`src/design/cst_pkg.sv`:
```
package cst_pkg;
  // ****************************************
  // Register map (byte addresses)
  // ****************************************
  localparam logic [7:0] CST_ADDR_CTRL = 8'h00;
  localparam logic [7:0] CST_ADDR_ADC_MAIN = 8'h04;
  localparam logic [7:0] CST_ADDR_ADC_AUX = 8'h08;
  localparam logic [7:0] CST_ADDR_DAC_DATA = 8'h0c;
  localparam logic [7:0] CST_ADDR_DIVIDERS = 8'h10;
  localparam logic [7:0] CST_ADDR_ADJUST = 8'h14;
  localparam logic [1:0] CST_RESP_OKAY = 2'h0;
  localparam logic [1:0] CST_RESP_SLVERR = 2'h2;
  localparam logic [1:0] CST_RESP_DECERR = 2'h3;

  // ****************************************
  // Control word fields
  // ****************************************
  localparam int CST_CTRL_W = 10;
  localparam int CST_BIT_HIGHPASS = 2;
  localparam int CST_BIT_LOOPBACK = 3;
  localparam int CST_BIT_AUX = 4;
  localparam int CST_BIT_SYNC = 5;
  localparam int CST_BIT_GAIN_LO = 6;
  localparam int CST_BIT_GAIN_HI = 7;
  localparam int CST_BIT_SINX = 9;
  localparam logic [9:0] CST_CTRL_RESET = 10'h2e4;

  // ****************************************
  // Serial word layout
  // ****************************************
  localparam int CST_WORD_W = 16;
  localparam int CST_SAMPLE_LSB = 2;
  localparam int CST_SAMPLE_W = 14;
  localparam logic [1:0] CST_TAG_PRIMARY_SEC = 2'h3;
  localparam logic [1:0] CST_SEC_COUNT_A = 2'h0;
  localparam logic [1:0] CST_SEC_ADJUST = 2'h1;
  localparam logic [1:0] CST_SEC_COUNT_B = 2'h2;
  localparam logic [1:0] CST_SEC_CONTROL = 2'h3;
  localparam int CST_TX_FIELD_LSB = 9;
  localparam int CST_RX_FIELD_LSB = 2;

  // ****************************************
  // Divider widths and reset counts
  // ****************************************
  localparam int CST_DIV_W = 7;
  localparam logic [6:0] CST_COUNT_A_RESET = 7'h12;
  localparam logic [6:0] CST_COUNT_B_RESET = 7'h24;
  localparam logic [6:0] CST_ADJUST_RESET = 7'h01;

  // ****************************************
  // Serial timing
  // ****************************************
  localparam int CST_CLOCK_HZ = 25000000;
  localparam int CST_SHIFT_DIV = 4;
  localparam int CST_GAP_SHIFTS = 4;
  localparam int CST_BYTE_BITS = 8;
endpackage : cst_pkg

```
`src/design/cst_frame_seq.sv`:
```
module cst_frame_seq
  import cst_pkg::*;
(
  // Clock and reset
  input wire logic clock,
  input wire logic reset,
  // Control
  input wire logic shift_tick,
  input wire logic start,
  input wire logic byte_mode,
  // Frame pins and events
  output logic frame_sync_n_q,
  output logic end_of_data_n_q,
  output logic bit_tick,
  output logic loading,
  output logic done_q
);
  typedef enum logic [2:0] {IDLE, FIRST, GAP, SECOND, EOD} cst_seq_e;
  cst_seq_e state_q;
  logic [3:0] cnt_q;
  logic start_q;
  wire last_first = cnt_q == (byte_mode ? 4'(CST_BYTE_BITS - 1) : 4'(CST_WORD_W - 1));
  wire last_gap = cnt_q == 4'(CST_GAP_SHIFTS - 1);
  wire last_second = cnt_q == 4'(CST_BYTE_BITS - 1);

  assign bit_tick = shift_tick && (state_q == FIRST || state_q == SECOND);
  assign loading = shift_tick && state_q == IDLE && (start_q || start);

  always_ff @(posedge clock) begin
    if (reset) begin
      state_q <= IDLE;
      cnt_q <= 4'h0;
      start_q <= 1'b0;
      frame_sync_n_q <= 1'b1;
      end_of_data_n_q <= 1'b1;
      done_q <= 1'b0;
    end else begin
      done_q <= 1'b0;
      if (start) begin
        start_q <= 1'b1;
      end
      if (shift_tick) begin
        cnt_q <= cnt_q + 4'h1;
        unique case (state_q)
          IDLE: begin
            cnt_q <= 4'h0;
            if (start_q || start) begin
              start_q <= 1'b0;
              frame_sync_n_q <= 1'b0;
              state_q <= FIRST;
            end
          end
          FIRST: begin
            if (last_first) begin
              cnt_q <= 4'h0;
              frame_sync_n_q <= 1'b1;
              if (byte_mode) begin
                end_of_data_n_q <= 1'b0;
                state_q <= GAP;
              end else begin
                state_q <= EOD;
              end
            end
          end
          GAP: begin
            if (last_gap) begin
              cnt_q <= 4'h0;
              frame_sync_n_q <= 1'b0;
              state_q <= SECOND;
            end
          end
          SECOND: begin
            if (last_second) begin
              end_of_data_n_q <= 1'b1;
              frame_sync_n_q <= 1'b1;
              done_q <= 1'b1;
              state_q <= IDLE;
            end
          end
          EOD: begin
            if (end_of_data_n_q) begin
              end_of_data_n_q <= 1'b0;
            end else begin
              end_of_data_n_q <= 1'b1;
              done_q <= 1'b1;
              state_q <= IDLE;
            end
          end
        endcase
      end
    end
  end
endmodule : cst_frame_seq

```
`src/design/cst_codec_ctrl.sv`:
```
// Overview of operation
// - DAC strobe divides transmit filter clock.
// - Asynchronous mode: independent clocks and rates.
// - Synchronous mode: transmit filter clock drives both.
// - Synchronous mode: ADC timing equals DAC timing.
// - Control bit inserts or bypasses correction filter.
// - Four serial modes: sync bit times pin.
// - Reset pulse initialises every internal register.
// - Loopback returns DAC data as ADC data.
// - Loopback bit arrives through the serial control word.
// - Sample occupies word bits 15 down to 2.
// - Input-select one picks auxiliary input pair.
// - ADC bits leave on serial output.
// - DAC and control bits captured from serial input.
// - Word mode: end-of-data pulse after sixteen bits.
// - Byte mode: end-of-data low between bytes.
// - No receive frame after secondary word.
// - Shift clock is master clock over four.
// - Reset control and adjust registers to values.
// - Word mode: sync low, word, high, strobe.
// - Byte mode: four-shift positive sync pulse between bytes.
//
// The AXI4-Lite interface to the registers and the register offsets were decided locally.
module cst_codec_ctrl
  import cst_pkg::*;
(
  // Clock and reset
  input wire logic clock,
  input wire logic reset,
  // AXI4-Lite slave
  input wire logic [7:0] s_axi_awaddr,
  input wire logic s_axi_awvalid,
  output logic s_axi_awready,
  input wire logic [31:0] s_axi_wdata,
  input wire logic [3:0] s_axi_wstrb,
  input wire logic s_axi_wvalid,
  output logic s_axi_wready,
  output logic [1:0] s_axi_bresp,
  output logic s_axi_bvalid,
  input wire logic s_axi_bready,
  input wire logic [7:0] s_axi_araddr,
  input wire logic s_axi_arvalid,
  output logic s_axi_arready,
  output logic [31:0] s_axi_rdata,
  output logic [1:0] s_axi_rresp,
  output logic s_axi_rvalid,
  input wire logic s_axi_rready,
  // Serial port pins
  input wire logic word_byte_sel,
  input wire logic dac_serial_in,
  output logic adc_serial_out,
  output logic shift_clk,
  output logic tx_frame_sync_n,
  output logic rx_frame_sync_n,
  output logic tx_end_of_data_n,
  output logic rx_end_of_data_n,
  // Analog path selection and conversion timing
  output logic loopback_en,
  output logic aux_input_sel,
  output logic sinx_filter_in,
  output logic highpass_en,
  output logic [1:0] input_gain,
  output logic tx_filter_tick,
  output logic rx_filter_tick,
  output logic dac_convert,
  output logic adc_convert
);
  // ****************************************
  // Pin synchronisers and shift clock
  // ****************************************
  logic [1:0] dx_sync_q;
  logic [1:0] wb_sync_q;
  logic [1:0] phase_q;
  logic shift_clk_q;
  wire shift_tick = phase_q == 2'(CST_SHIFT_DIV - 1);
  wire dx_bit = dx_sync_q[1];
  wire byte_mode = !wb_sync_q[1];

  always_ff @(posedge clock) begin
    if (reset) begin
      dx_sync_q <= 2'h0;
      wb_sync_q <= 2'h3;
      phase_q <= 2'h0;
      shift_clk_q <= 1'b0;
    end else begin
      dx_sync_q <= {dx_sync_q[0], dac_serial_in};
      wb_sync_q <= {wb_sync_q[0], word_byte_sel};
      phase_q <= phase_q + 2'h1;
      shift_clk_q <= phase_q[1];
    end
  end

  // ****************************************
  // Control, count and adjust registers
  // ****************************************
  logic [CST_CTRL_W-1:0] ctrl_q;
  logic [CST_DIV_W-1:0] count_q [4];
  logic [CST_DIV_W-1:0] adj_q [2];
  logic [1:0] adj_pend_q;
  logic [CST_SAMPLE_W-1:0] dac_data_q;
  wire sync_mode = ctrl_q[CST_BIT_SYNC];

  // ****************************************
  // Conversion timing dividers
  // ****************************************
  // Index 0 is transmit A, 1 transmit B, 2 receive A, 3 receive B.
  logic [CST_DIV_W-1:0] div_cnt_q [4];
  logic [3:0] tick_q;
  logic [3:0] div_en;
  logic [CST_DIV_W:0] div_period [4];
  assign div_en[0] = 1'b1;
  assign div_en[1] = tick_q[0];
  assign div_en[2] = !sync_mode;
  assign div_en[3] = sync_mode ? tick_q[0] : tick_q[2];

  for (genvar i = 0; i < 4; i++) begin : g_div
    if (i % 2 == 0) begin : g_adj
      assign div_period[i] = {1'b0, count_q[i]} +
        (adj_pend_q[i/2] ? {1'b0, adj_q[i/2]} : (CST_DIV_W + 1)'(0));
    end else begin : g_plain
      assign div_period[i] = {1'b0, count_q[i]};
    end
    wire last = {1'b0, div_cnt_q[i]} + (CST_DIV_W + 1)'(1) >= div_period[i];
    always_ff @(posedge clock) begin
      if (reset) begin
        div_cnt_q[i] <= '0;
        tick_q[i] <= 1'b0;
      end else begin
        tick_q[i] <= div_en[i] && last;
        if (div_en[i]) begin
          div_cnt_q[i] <= last ? '0 : div_cnt_q[i] + (CST_DIV_W)'(1);
        end
      end
    end
  end

  wire tx_filter = tick_q[0];
  wire rx_filter = sync_mode ? tick_q[0] : tick_q[2];
  wire tx_conv = tick_q[1];
  wire rx_conv = sync_mode ? tick_q[1] : tick_q[3];

  // ****************************************
  // Frame sequencers
  // ****************************************
  logic sec_start_q;
  logic sec_phase_q;
  logic tx_bit;
  logic tx_done;
  logic rx_bit;
  logic rx_load;
  wire tx_start = tx_conv || sec_start_q;
  wire rx_start = rx_conv;

  cst_frame_seq u_tx_seq (
    .clock(clock),
    .reset(reset),
    .shift_tick(shift_tick),
    .start(tx_start),
    .byte_mode(byte_mode),
    .frame_sync_n_q(tx_frame_sync_n),
    .end_of_data_n_q(tx_end_of_data_n),
    .bit_tick(tx_bit),
    .loading(),
    .done_q(tx_done)
  );

  cst_frame_seq u_rx_seq (
    .clock(clock),
    .reset(reset),
    .shift_tick(shift_tick),
    .start(rx_start),
    .byte_mode(byte_mode),
    .frame_sync_n_q(rx_frame_sync_n),
    .end_of_data_n_q(rx_end_of_data_n),
    .bit_tick(rx_bit),
    .loading(rx_load),
    .done_q()
  );

  // ****************************************
  // Serial data paths
  // ****************************************
  logic [CST_WORD_W-1:0] tx_shift_q;
  logic [CST_WORD_W-1:0] rx_shift_q;
  logic [CST_WORD_W-1:0] adc_main_q;
  logic [CST_WORD_W-1:0] adc_aux_q;
  wire [CST_WORD_W-1:0] analog_word = ctrl_q[CST_BIT_AUX] ? adc_aux_q : adc_main_q;
  wire [CST_SAMPLE_W-1:0] adc_sample = ctrl_q[CST_BIT_LOOPBACK] ? dac_data_q
    : analog_word[CST_WORD_W-1:CST_SAMPLE_LSB];
  wire [CST_WORD_W-1:0] adc_word = {adc_sample, 2'h0};
  wire [1:0] tag = tx_shift_q[1:0];
  wire [CST_DIV_W-1:0] tx_field = tx_shift_q[CST_TX_FIELD_LSB +: CST_DIV_W];
  wire [CST_DIV_W-1:0] rx_field = tx_shift_q[CST_RX_FIELD_LSB +: CST_DIV_W];
  logic adc_out_q;

  always_ff @(posedge clock) begin
    if (reset) begin
      tx_shift_q <= '0;
      rx_shift_q <= '0;
      adc_out_q <= 1'b0;
    end else begin
      if (tx_bit) begin
        tx_shift_q <= {tx_shift_q[CST_WORD_W-2:0], dx_bit};
      end
      if (rx_load) begin
        rx_shift_q <= adc_word;
        adc_out_q <= adc_word[CST_WORD_W-1];
      end else if (rx_bit) begin
        rx_shift_q <= {rx_shift_q[CST_WORD_W-2:0], 1'b0};
        adc_out_q <= rx_shift_q[CST_WORD_W-2];
      end
    end
  end

  // Secondary words carry no sample, so the receive side never frames them.
  always_ff @(posedge clock) begin
    if (reset) begin
      ctrl_q <= CST_CTRL_RESET;
      count_q[0] <= CST_COUNT_A_RESET;
      count_q[1] <= CST_COUNT_B_RESET;
      count_q[2] <= CST_COUNT_A_RESET;
      count_q[3] <= CST_COUNT_B_RESET;
      adj_q[0] <= CST_ADJUST_RESET;
      adj_q[1] <= CST_ADJUST_RESET;
      adj_pend_q <= 2'h0;
      dac_data_q <= '0;
      sec_start_q <= 1'b0;
      sec_phase_q <= 1'b0;
    end else begin
      sec_start_q <= 1'b0;
      if (tick_q[0] && adj_pend_q[0]) begin
        adj_pend_q[0] <= 1'b0;
      end
      if (tick_q[2] && adj_pend_q[1]) begin
        adj_pend_q[1] <= 1'b0;
      end
      if (tx_done && !sec_phase_q) begin
        dac_data_q <= tx_shift_q[CST_WORD_W-1:CST_SAMPLE_LSB];
        if (tag == CST_TAG_PRIMARY_SEC) begin
          sec_start_q <= 1'b1;
          sec_phase_q <= 1'b1;
        end
      end else if (tx_done) begin
        sec_phase_q <= 1'b0;
        unique case (tag)
          CST_SEC_COUNT_A: begin
            count_q[0] <= tx_field;
            count_q[2] <= rx_field;
          end
          CST_SEC_ADJUST: begin
            adj_q[0] <= tx_field;
            adj_q[1] <= rx_field;
            adj_pend_q <= 2'h3;
          end
          CST_SEC_COUNT_B: begin
            count_q[1] <= tx_field;
            count_q[3] <= rx_field;
          end
          CST_SEC_CONTROL: begin
            ctrl_q <= tx_shift_q[CST_CTRL_W-1:0];
          end
        endcase
      end
    end
  end

  // ****************************************
  // Registered outputs
  // ****************************************
  always_ff @(posedge clock) begin
    if (reset) begin
      loopback_en <= 1'b0;
      aux_input_sel <= 1'b0;
      sinx_filter_in <= 1'b0;
      highpass_en <= 1'b0;
      input_gain <= 2'h0;
      tx_filter_tick <= 1'b0;
      rx_filter_tick <= 1'b0;
      dac_convert <= 1'b0;
      adc_convert <= 1'b0;
      adc_serial_out <= 1'b0;
      shift_clk <= 1'b0;
    end else begin
      loopback_en <= ctrl_q[CST_BIT_LOOPBACK];
      aux_input_sel <= ctrl_q[CST_BIT_AUX];
      sinx_filter_in <= ctrl_q[CST_BIT_SINX];
      highpass_en <= ctrl_q[CST_BIT_HIGHPASS];
      input_gain <= ctrl_q[CST_BIT_GAIN_HI:CST_BIT_GAIN_LO];
      tx_filter_tick <= tx_filter;
      rx_filter_tick <= rx_filter;
      dac_convert <= tx_conv;
      adc_convert <= rx_conv;
      adc_serial_out <= adc_out_q;
      shift_clk <= shift_clk_q;
    end
  end

  // ****************************************
  // AXI4-Lite register access
  // ****************************************
  logic [7:0] awaddr_q;
  logic [31:0] wdata_q;
  logic [3:0] wstrb_q;
  wire do_write = !s_axi_awready && !s_axi_wready && !s_axi_bvalid;
  wire wr_main = awaddr_q == CST_ADDR_ADC_MAIN;
  wire wr_aux = awaddr_q == CST_ADDR_ADC_AUX;
  wire wr_ro = awaddr_q == CST_ADDR_CTRL || awaddr_q == CST_ADDR_DAC_DATA
    || awaddr_q == CST_ADDR_DIVIDERS || awaddr_q == CST_ADDR_ADJUST;
  wire [1:0] wr_resp = (wr_main || wr_aux) ? CST_RESP_OKAY
    : (wr_ro ? CST_RESP_SLVERR : CST_RESP_DECERR);
  wire [15:0] wr_merge_main = {wstrb_q[1] ? wdata_q[15:8] : adc_main_q[15:8],
    wstrb_q[0] ? wdata_q[7:0] : adc_main_q[7:0]};
  wire [15:0] wr_merge_aux = {wstrb_q[1] ? wdata_q[15:8] : adc_aux_q[15:8],
    wstrb_q[0] ? wdata_q[7:0] : adc_aux_q[7:0]};
  wire [31:0] rd_dividers = {count_q[3], 1'b0, count_q[2], 1'b0,
    count_q[1], 1'b0, count_q[0], 1'b0};
  wire [31:0] rd_adjust = {12'h0, adj_pend_q, 2'h0, 1'b0, adj_q[1], 1'b0, adj_q[0]};
  wire [31:0] rd_status = {14'h0, sec_phase_q, byte_mode, 6'h0, ctrl_q};
  wire rd_hit = s_axi_araddr == CST_ADDR_CTRL || s_axi_araddr == CST_ADDR_ADC_MAIN
    || s_axi_araddr == CST_ADDR_ADC_AUX || s_axi_araddr == CST_ADDR_DAC_DATA
    || s_axi_araddr == CST_ADDR_DIVIDERS || s_axi_araddr == CST_ADDR_ADJUST;
  wire [31:0] rd_data =
    s_axi_araddr == CST_ADDR_CTRL ? rd_status
    : s_axi_araddr == CST_ADDR_ADC_MAIN ? {16'h0, adc_main_q}
    : s_axi_araddr == CST_ADDR_ADC_AUX ? {16'h0, adc_aux_q}
    : s_axi_araddr == CST_ADDR_DAC_DATA ? {16'h0, dac_data_q, 2'h0}
    : s_axi_araddr == CST_ADDR_DIVIDERS ? rd_dividers
    : s_axi_araddr == CST_ADDR_ADJUST ? rd_adjust : 32'h0;

  always_ff @(posedge clock) begin
    if (reset) begin
      s_axi_awready <= 1'b1;
      s_axi_wready <= 1'b1;
      s_axi_bvalid <= 1'b0;
      s_axi_bresp <= CST_RESP_OKAY;
      awaddr_q <= 8'h0;
      wdata_q <= 32'h0;
      wstrb_q <= 4'h0;
      adc_main_q <= 16'h0;
      adc_aux_q <= 16'h0;
    end else begin
      if (s_axi_awvalid && s_axi_awready) begin
        awaddr_q <= {s_axi_awaddr[7:2], 2'h0};
        s_axi_awready <= 1'b0;
      end
      if (s_axi_wvalid && s_axi_wready) begin
        wdata_q <= s_axi_wdata;
        wstrb_q <= s_axi_wstrb;
        s_axi_wready <= 1'b0;
      end
      if (do_write) begin
        s_axi_bvalid <= 1'b1;
        s_axi_bresp <= wr_resp;
        if (wr_main) begin
          adc_main_q <= wr_merge_main;
        end
        if (wr_aux) begin
          adc_aux_q <= wr_merge_aux;
        end
      end
      if (s_axi_bvalid && s_axi_bready) begin
        s_axi_bvalid <= 1'b0;
        s_axi_awready <= 1'b1;
        s_axi_wready <= 1'b1;
      end
    end
  end

  always_ff @(posedge clock) begin
    if (reset) begin
      s_axi_arready <= 1'b1;
      s_axi_rvalid <= 1'b0;
      s_axi_rdata <= 32'h0;
      s_axi_rresp <= CST_RESP_OKAY;
    end else begin
      if (s_axi_arvalid && s_axi_arready) begin
        s_axi_arready <= 1'b0;
        s_axi_rvalid <= 1'b1;
        s_axi_rdata <= rd_data;
        s_axi_rresp <= rd_hit ? CST_RESP_OKAY : CST_RESP_DECERR;
      end
      if (s_axi_rvalid && s_axi_rready) begin
        s_axi_rvalid <= 1'b0;
        s_axi_arready <= 1'b1;
      end
    end
  end
endmodule : cst_codec_ctrl

```
`config.mk`:
```
export PLATFORM = sky130hd
export DESIGN_NAME = cst_codec_ctrl
export DESIGN_NICKNAME = d
export VERILOG_FILES = /design/src/design/cst_pkg.sv /design/src/design/cst_frame_seq.sv /design/src/design/cst_codec_ctrl.sv
export SDC_FILE = /design/constraint.sdc
export NUM_CORES = 1
export LEC_CHECK = 0
export BUFFER_PORTS_ARGS = -buffer_cell sky130_fd_sc_hd__buf_2
export CAP_MARGIN = 30
export CORE_ASPECT_RATIO = 1.2
export CORE_MARGIN = 10
export CORE_UTILIZATION = 40
export CTS_CLUSTER_SIZE = 28
export DETAILED_ROUTE_END_ITERATION = 8
export PLACE_DENSITY = 0.57
export SYNTH_ARGS = -nofsm -noshare
export SYNTH_HDL_FRONTEND = slang
export SYNTH_SLANG_ARGS = --single-unit
```
`constraint.sdc`:
```
create_clock -name clock -period 4.2 [get_ports clock]
set_input_delay 0.84 -clock clock [delete_from_list [all_inputs] [get_ports clock]]
set_output_delay 0.84 -clock clock [all_outputs]
set_load 0.1 [all_outputs]
```
Yosys cells after proc, flatten, opt, wreduce, memory -nomap -nowiden
Memories as Yosys holds them, arrays and structs flattened.
Index checks and enable logic that the tools add are counted.
Widths: inputs -> output; s select.
{"block": "totals", "memories": 3, "output_inout_bits": 57, "regBits": 199, "in_bits": 61, "mem_bits_rw": 70}
{"block": "op_classes", "n_bitwise": 12, "eq_ne": 41, "n_addsub": 13, "n_lt_le_gt_ge": 4, "reduce_logical": 64, "n_mux": 116}
{"name": "count_q", "words": 4, "width": 7, "read_ports": 4, "rd_ports_with_merged_regs": 0, "write_ports": 4, "line": "cst_codec_ctrl.sv:97", "text": "logic [CST_DIV_W-1:0] count_q [4];"}
{"name": "div_cnt_q", "words": 4, "width": 7, "read_ports": 4, "rd_ports_with_merged_regs": 0, "write_ports": 4, "line": "cst_codec_ctrl.sv:107", "text": "logic [CST_DIV_W-1:0] div_cnt_q [4];"}
{"name": "adj_q", "words": 2, "width": 7, "read_ports": 2, "rd_ports_with_merged_regs": 0, "write_ports": 2, "line": "cst_codec_ctrl.sv:98", "text": "logic [CST_DIV_W-1:0] adj_q [2];"}
{"op": "$mux 32", "n": 5}
{"op": "$mux 7", "n": 16}
{"op": "$mux 1", "n": 60}
{"op": "$mux 3", "n": 11}
{"op": "$add 7x1->8 const B", "n": 4}
{"op": "$mux 15", "n": 2}
{"op": "$pmux 3 s5", "n": 2}
{"op": "$add 7x1->7 const B", "n": 4}
{"op": "$pmux 4 s3", "n": 2}
{"op": "$reduce_and 6->1", "n": 4}
{"op": "$mux 20", "n": 1}
{"op": "$mux 4", "n": 5}
{"op": "$logic_and 1x1->1", "n": 17}
{"op": "$add 7x7->8", "n": 2}
{"op": "$eq 8x4->1 const B", "n": 2}
{"op": "$eq 8x5->1 const B", "n": 2}
{"op": "$ge 8x7->1", "n": 2}
{"op": "$ge 8x8->1", "n": 2}
{"op": "$logic_not 8->1", "n": 2}
{"op": "$mux 16", "n": 1}
{"op": "$reduce_and 3->1", "n": 5}
{"op": "$logic_or 1x1->1", "n": 14}
{"op": "$mux 14", "n": 1}
{"op": "$ne 2x1->1 const B", "n": 7}
{"op": "30 further kinds", "n": 77}

Logic depth before layout (Yosys ltp)
{"block": "logic_depth", "word_depth": 7, "ltp_mapped": 14}

Cells and area by module
From an unflattened synthesis, not the netlist that was laid out.
{"block": "hier_totals", "cells_unflattened": 1350, "hier_area_um2": 12854.8}
{"mod": "cst_codec_ctrl", "instances": 1, "cells_each": 1180, "area_each_um2": 11476.0}
{"mod": "cst_frame_seq", "instances": 2, "cells_each": 85, "area_each_um2": 689.4}

Worst setup path before layout
Ideal clock, no wire load.
{"block": "synth_path", "kind": "register to register", "startpoint": "memory adj_q[1][0] (netlist: adj_q[0][7])", "endpoint": "memory div_cnt_q[2][2], data pin", "setup_slack_ps": 1091, "t_required_ps": 4059, "stages_incl_launch_ff": 14, "t_arrival_ps": 2969, "setup_time_ps": 140, "path_buffers": 0, "path_cell_list": "edfxtp_1 and2_1 ha_1 fa_1 a21o_1 a21oi_1 o21bai_1 a21oi_1 xor2_1 ha_1 a2111oi_0 o21ai_0 a2111o_1 nor2b_1"}
{"item": "start, declared", "line": "cst_codec_ctrl.sv:98"}
{"item": "end, declared", "line": "cst_codec_ctrl.sv:107"}

==> flow_results.org <==
** Run status
- The run finished with clean final reports.

** Worst setup path
- On the worst path, the slowest cell contributes a delay of 560 ps.
- Cells on worst reg2reg path :: 13
- Family of cells with the greatest summed delay on the critical path :: compound AO/OA/AOI/OAI gates
- WS Path Type :: reg -> reg
- The worst setup path is captured at a flip-flop.
- Sequence of cells on the critical path :: and2_1, ha_1, fa_1, a21o_1, a21oi_1, o21bai_1, a21oi_1, xor2_1, ha_1, a2111oi_0, o21ai_0, a2111o_1, nor2b_1
- At the worst endpoint, the required time is 4600 ps.
- Worst EP arrival :: 3850 ps
- Number of gates on the worst path with buffers counted :: 13
- In this run the register-to-register setup slack is 750 ps.
- Buffers and inverters on the worst path :: 0
- Along the worst path, the maximum fanout reaches 7.
- For this design, the slowest cell found on the critical path is a2111o_1.
- The worst setup path is launched from a flip-flop.

** Global route
- Maximum number of pins on one net before global-route repair :: 156
- The total overflow left after global routing is 0.
- The number of global-route vias before repair is 9562.
- Global-route usage over all layers :: 16.6%
- First-pass GRT wire length :: 53.6 mm
- The initial antenna violation count was 0.

** Clocking
- After clock tree synthesis, the flow added hold-fix buffers numbering 0.
- Clock tree buffer depth :: 3
- Number of sinks handled by clock tree synthesis :: 267
- After clock tree synthesis, the clock-pin slew on the worst setup and hold paths is 60 ps.
- Number of post-CTS setup repair buffers :: 0
- Counting the buffers created by CTS gives 28.
- Clock latency on the worst-skew pair, taken at its later pin, is 550 ps.
- Post_cts resized :: 0
- CTS tree :: done
- The root buffer cell chosen for the clock tree is clkbuf_16.
- CTS built an H-tree with a depth of 1.

** Cells and area
- Commonest cells after routing, fill and taps aside :: dfxtp_1 (204), nand2_1 (187), nor2_1 (131), a21oi_1 (129), buf_2 (96)
- Post-Layout Cell Count :: 1848
- Relative area change from synthesis to final layout :: 13.8%
- At the end of the flow, the number of nets in the layout was 1539.
- Ratio of cells with drive above 1 in the final layout :: 12.5%
- Most common cell after layout, fill and taps aside :: dfxtp_1
- The filler cells instantiated in the layout total 3041.
- Antenna Cells :: 0

** Routing
- In the detailed route, the total length drawn on met2 is 16.5 mm.
- Count of TritonRoute iterations in the first routing pass :: 5
- Total length of routed wires :: 33.6 mm
- In the final routing, the length of wire on met1 measures 14.7 mm.
- Violation count after the first detailed-routing iteration :: 640
- Number of nets with antenna violations after detailed routing :: 0
- Vias per std cell :: 5.32
- The highest layer touched by signal routing is met4.
- Avg WL per Cell :: 18.2 um
- Across all layers, the routed design uses 9838 vias.
- In the routed design, unresolved DRC markers number 0.
- Met3 WL post-DR :: 1.43 mm

** Logic synthesis
- Counting flops and latches in the post-synthesis netlist gives 267.
- Counting flops with an async set or reset pin after synthesis yields a share of 0%.
- Yosys cell types :: 70
- Yosys warning count :: 0
- The mapped netlist covers 0.0126 mm^2.
- Number of instances in the synthesized netlist :: 1362
- Sequential elements use 47.6% of the synthesized area.
- Among all flip-flop cells after synthesis, the most frequent one is dfxtp_1.
- Mean instance size in the synthesized netlist :: 9.22 um^2
- Synthesis produced a netlist with a net count of 1476.
- Yosys mapped a number of flops with a built-in enable equal to 63.

** Worst hold path
- Worst min-delay path class :: reg -> reg
- Along the worst hold path, the cell count comes to 1.

** Die
- 118 I/O pins were placed.
- Once the floorplan was initialized, standard cells occupied 40.3% of the core.
- Die Footprint :: 0.0389 mm^2
- In this run the horizontal extent of the chip is 182 um.
- The total area inside the core boundary comes to 0.0312 mm^2.
- Floorplan row count :: 71
- The die is 214 um tall.

** STA
- Final count of negative-setup-slack endpoints :: 0
- Based on the critical path, the design can be clocked at up to 290 MHz.
- Count of pins over their slew limit :: 0
- For the final routed database, the setup TNS stands at 0 ps.
- Smallest setup slack after layout :: 751 ps
- After layout, the worst path uses 82.1% of the clock period.
- Clock skew on the completed layout was measured at 17.5 ps.
- Post-route minimum period :: 3450 ps
- The worst pin sits at a relative slew slack of 32.9%.
- RSZ-0062 raised after global routing :: false
- Worst-Margin Slew :: 1000 ps
- The number of hold violations in the final report was 0.
- Hold WS :: 406 ps

** Power
- Total power per unit cell area :: 394 mW/mm^2
- Total chip power :: 5.63 mW
- For this design the static power due to leakage is 5.76 nW.
- The worst-case IR drop observed on VDD is 0.296 mV.

** Placement
- Final HPWL from detailed placement :: 24.5 mm
- Worst setup slack before clock tree synthesis :: 762 ps
- Placer's final routability congestion estimate :: 0.856
- Dpl cells :: 1795
- Buffers placed on the I/O ports in this run total 96.

** Flow run
- The tool flagged a number of max-cap violations equal to 0.
-- cell type report --
cell class / instances / area (um^2) / share of cell area [%]
Clock inverter: 14 / 143 / 0.998
Tap cell: 401 / 502 / 3.51
Sequential cell: 267 / 5980 / 41.8
Multi-Input combinational cell: 987 / 6130 / 42.9
Timing Repair Buffer: 111 / 613 / 4.29
Clock buffer: 38 / 820 / 5.73
Inverter: 30 / 113 / 0.788
-- layer usage --
layer	track usage (%)	vias to the layer above
met3	2.45	48
li1	-	4903
met1	21.1	4712
met5	0	-
met4	5.27	0
met2	28.3	175
-- cells by family after synthesis --
group | after synthesis | share of synthesized area, %
other cells | 1 | 0.0298
flops | 267 | 47.6
fa+ha+maj | 53 | 5.40
xor+xnor | 37 | 2.58
compound gates | 283 | 14.2
buf+inv | 108 | 3.63
mux | 76 | 6.09
simple gates | 537 | 20.5
-- final timing paths --
check / from / end
max: adj_q[0][7]$_SDFFCE_PN1P_ / div_cnt_q[2][5]$_SDFFCE_PP0P_
min: wb_sync_q[0]$_SDFF_PP1_ / wb_sync_q[1]$_SDFF_PP1_
max reg2reg: adj_q[0][7]$_SDFFCE_PN1P_ / div_cnt_q[2][5]$_SDFFCE_PP0P_
min reg2reg: wb_sync_q[0]$_SDFF_PP1_ / wb_sync_q[1]$_SDFF_PP1_
-- power breakdown --
group	switching, mW	internal, mW	leakage, nW
combinational	0.246	0.0971	3.01
clock	1.03	1.54	0.485
sequential	0.0392	2.67	2.27
-- sequential cells by signal (all words and copies together) (netlist names), 10 cells and up --
signal and flops:
adc_aux_q 16, s_axi_rdata 31, adj_q 14, div_cnt_q 28
rx_shift_q 13, tx_shift_q 16, adc_main_q 16, ctrl_q 10
wdata_q 16, dac_data_q 14, count_q 28
-- cell usage after synthesis, drive strengths merged (3+ instances only) --
library cell | count | area share (%)
and3 | 13 | 0.65
buf | 23 | 1.1
o32a | 7 | 0.56
nand3 | 32 | 1.4
o32ai | 8 | 0.56
nor2b | 41 | 2.0
a2111oi | 3 | 0.21
o21ai | 39 | 1.6
nand2b | 19 | 0.95
o21a | 5 | 0.30
nand3b | 4 | 0.24
nor4 | 4 | 0.20
dfxtp | 204 | 33
a22oi | 15 | 0.90
nand4 | 3 | 0.15
xor2 | 19 | 1.3
mux2i | 72 | 5.7
nor2 | 132 | 4.0
a31oi | 4 | 0.20
mux2 | 4 | 0.36
or2 | 6 | 0.32
edfxtp | 63 | 15
a21oi | 129 | 5.1
a211oi | 19 | 1.1
nor3 | 20 | 0.80
a21o | 15 | 0.90
and2 | 50 | 2.5
nor4b | 5 | 0.45
xnor2 | 18 | 1.3
inv | 29 | 0.87
or3 | 13 | 0.73
a311oi | 12 | 0.84
clkbuf | 55 | 1.6
nand2 | 187 | 5.6
ha | 51 | 5.1
-- through the flow --
stage          utilization, %  instance area [um^2]
5_1_grt                  45.9                 14300
4_1_cts                  45.8                 14300
6_report                 45.9                 14300
2_1_floorplan               -                 12600
3_3_place_gp             42.7                 13300
3_5_place_dp             42.7                 13300
No activity file was read; power rests on OpenSTA's default activity.
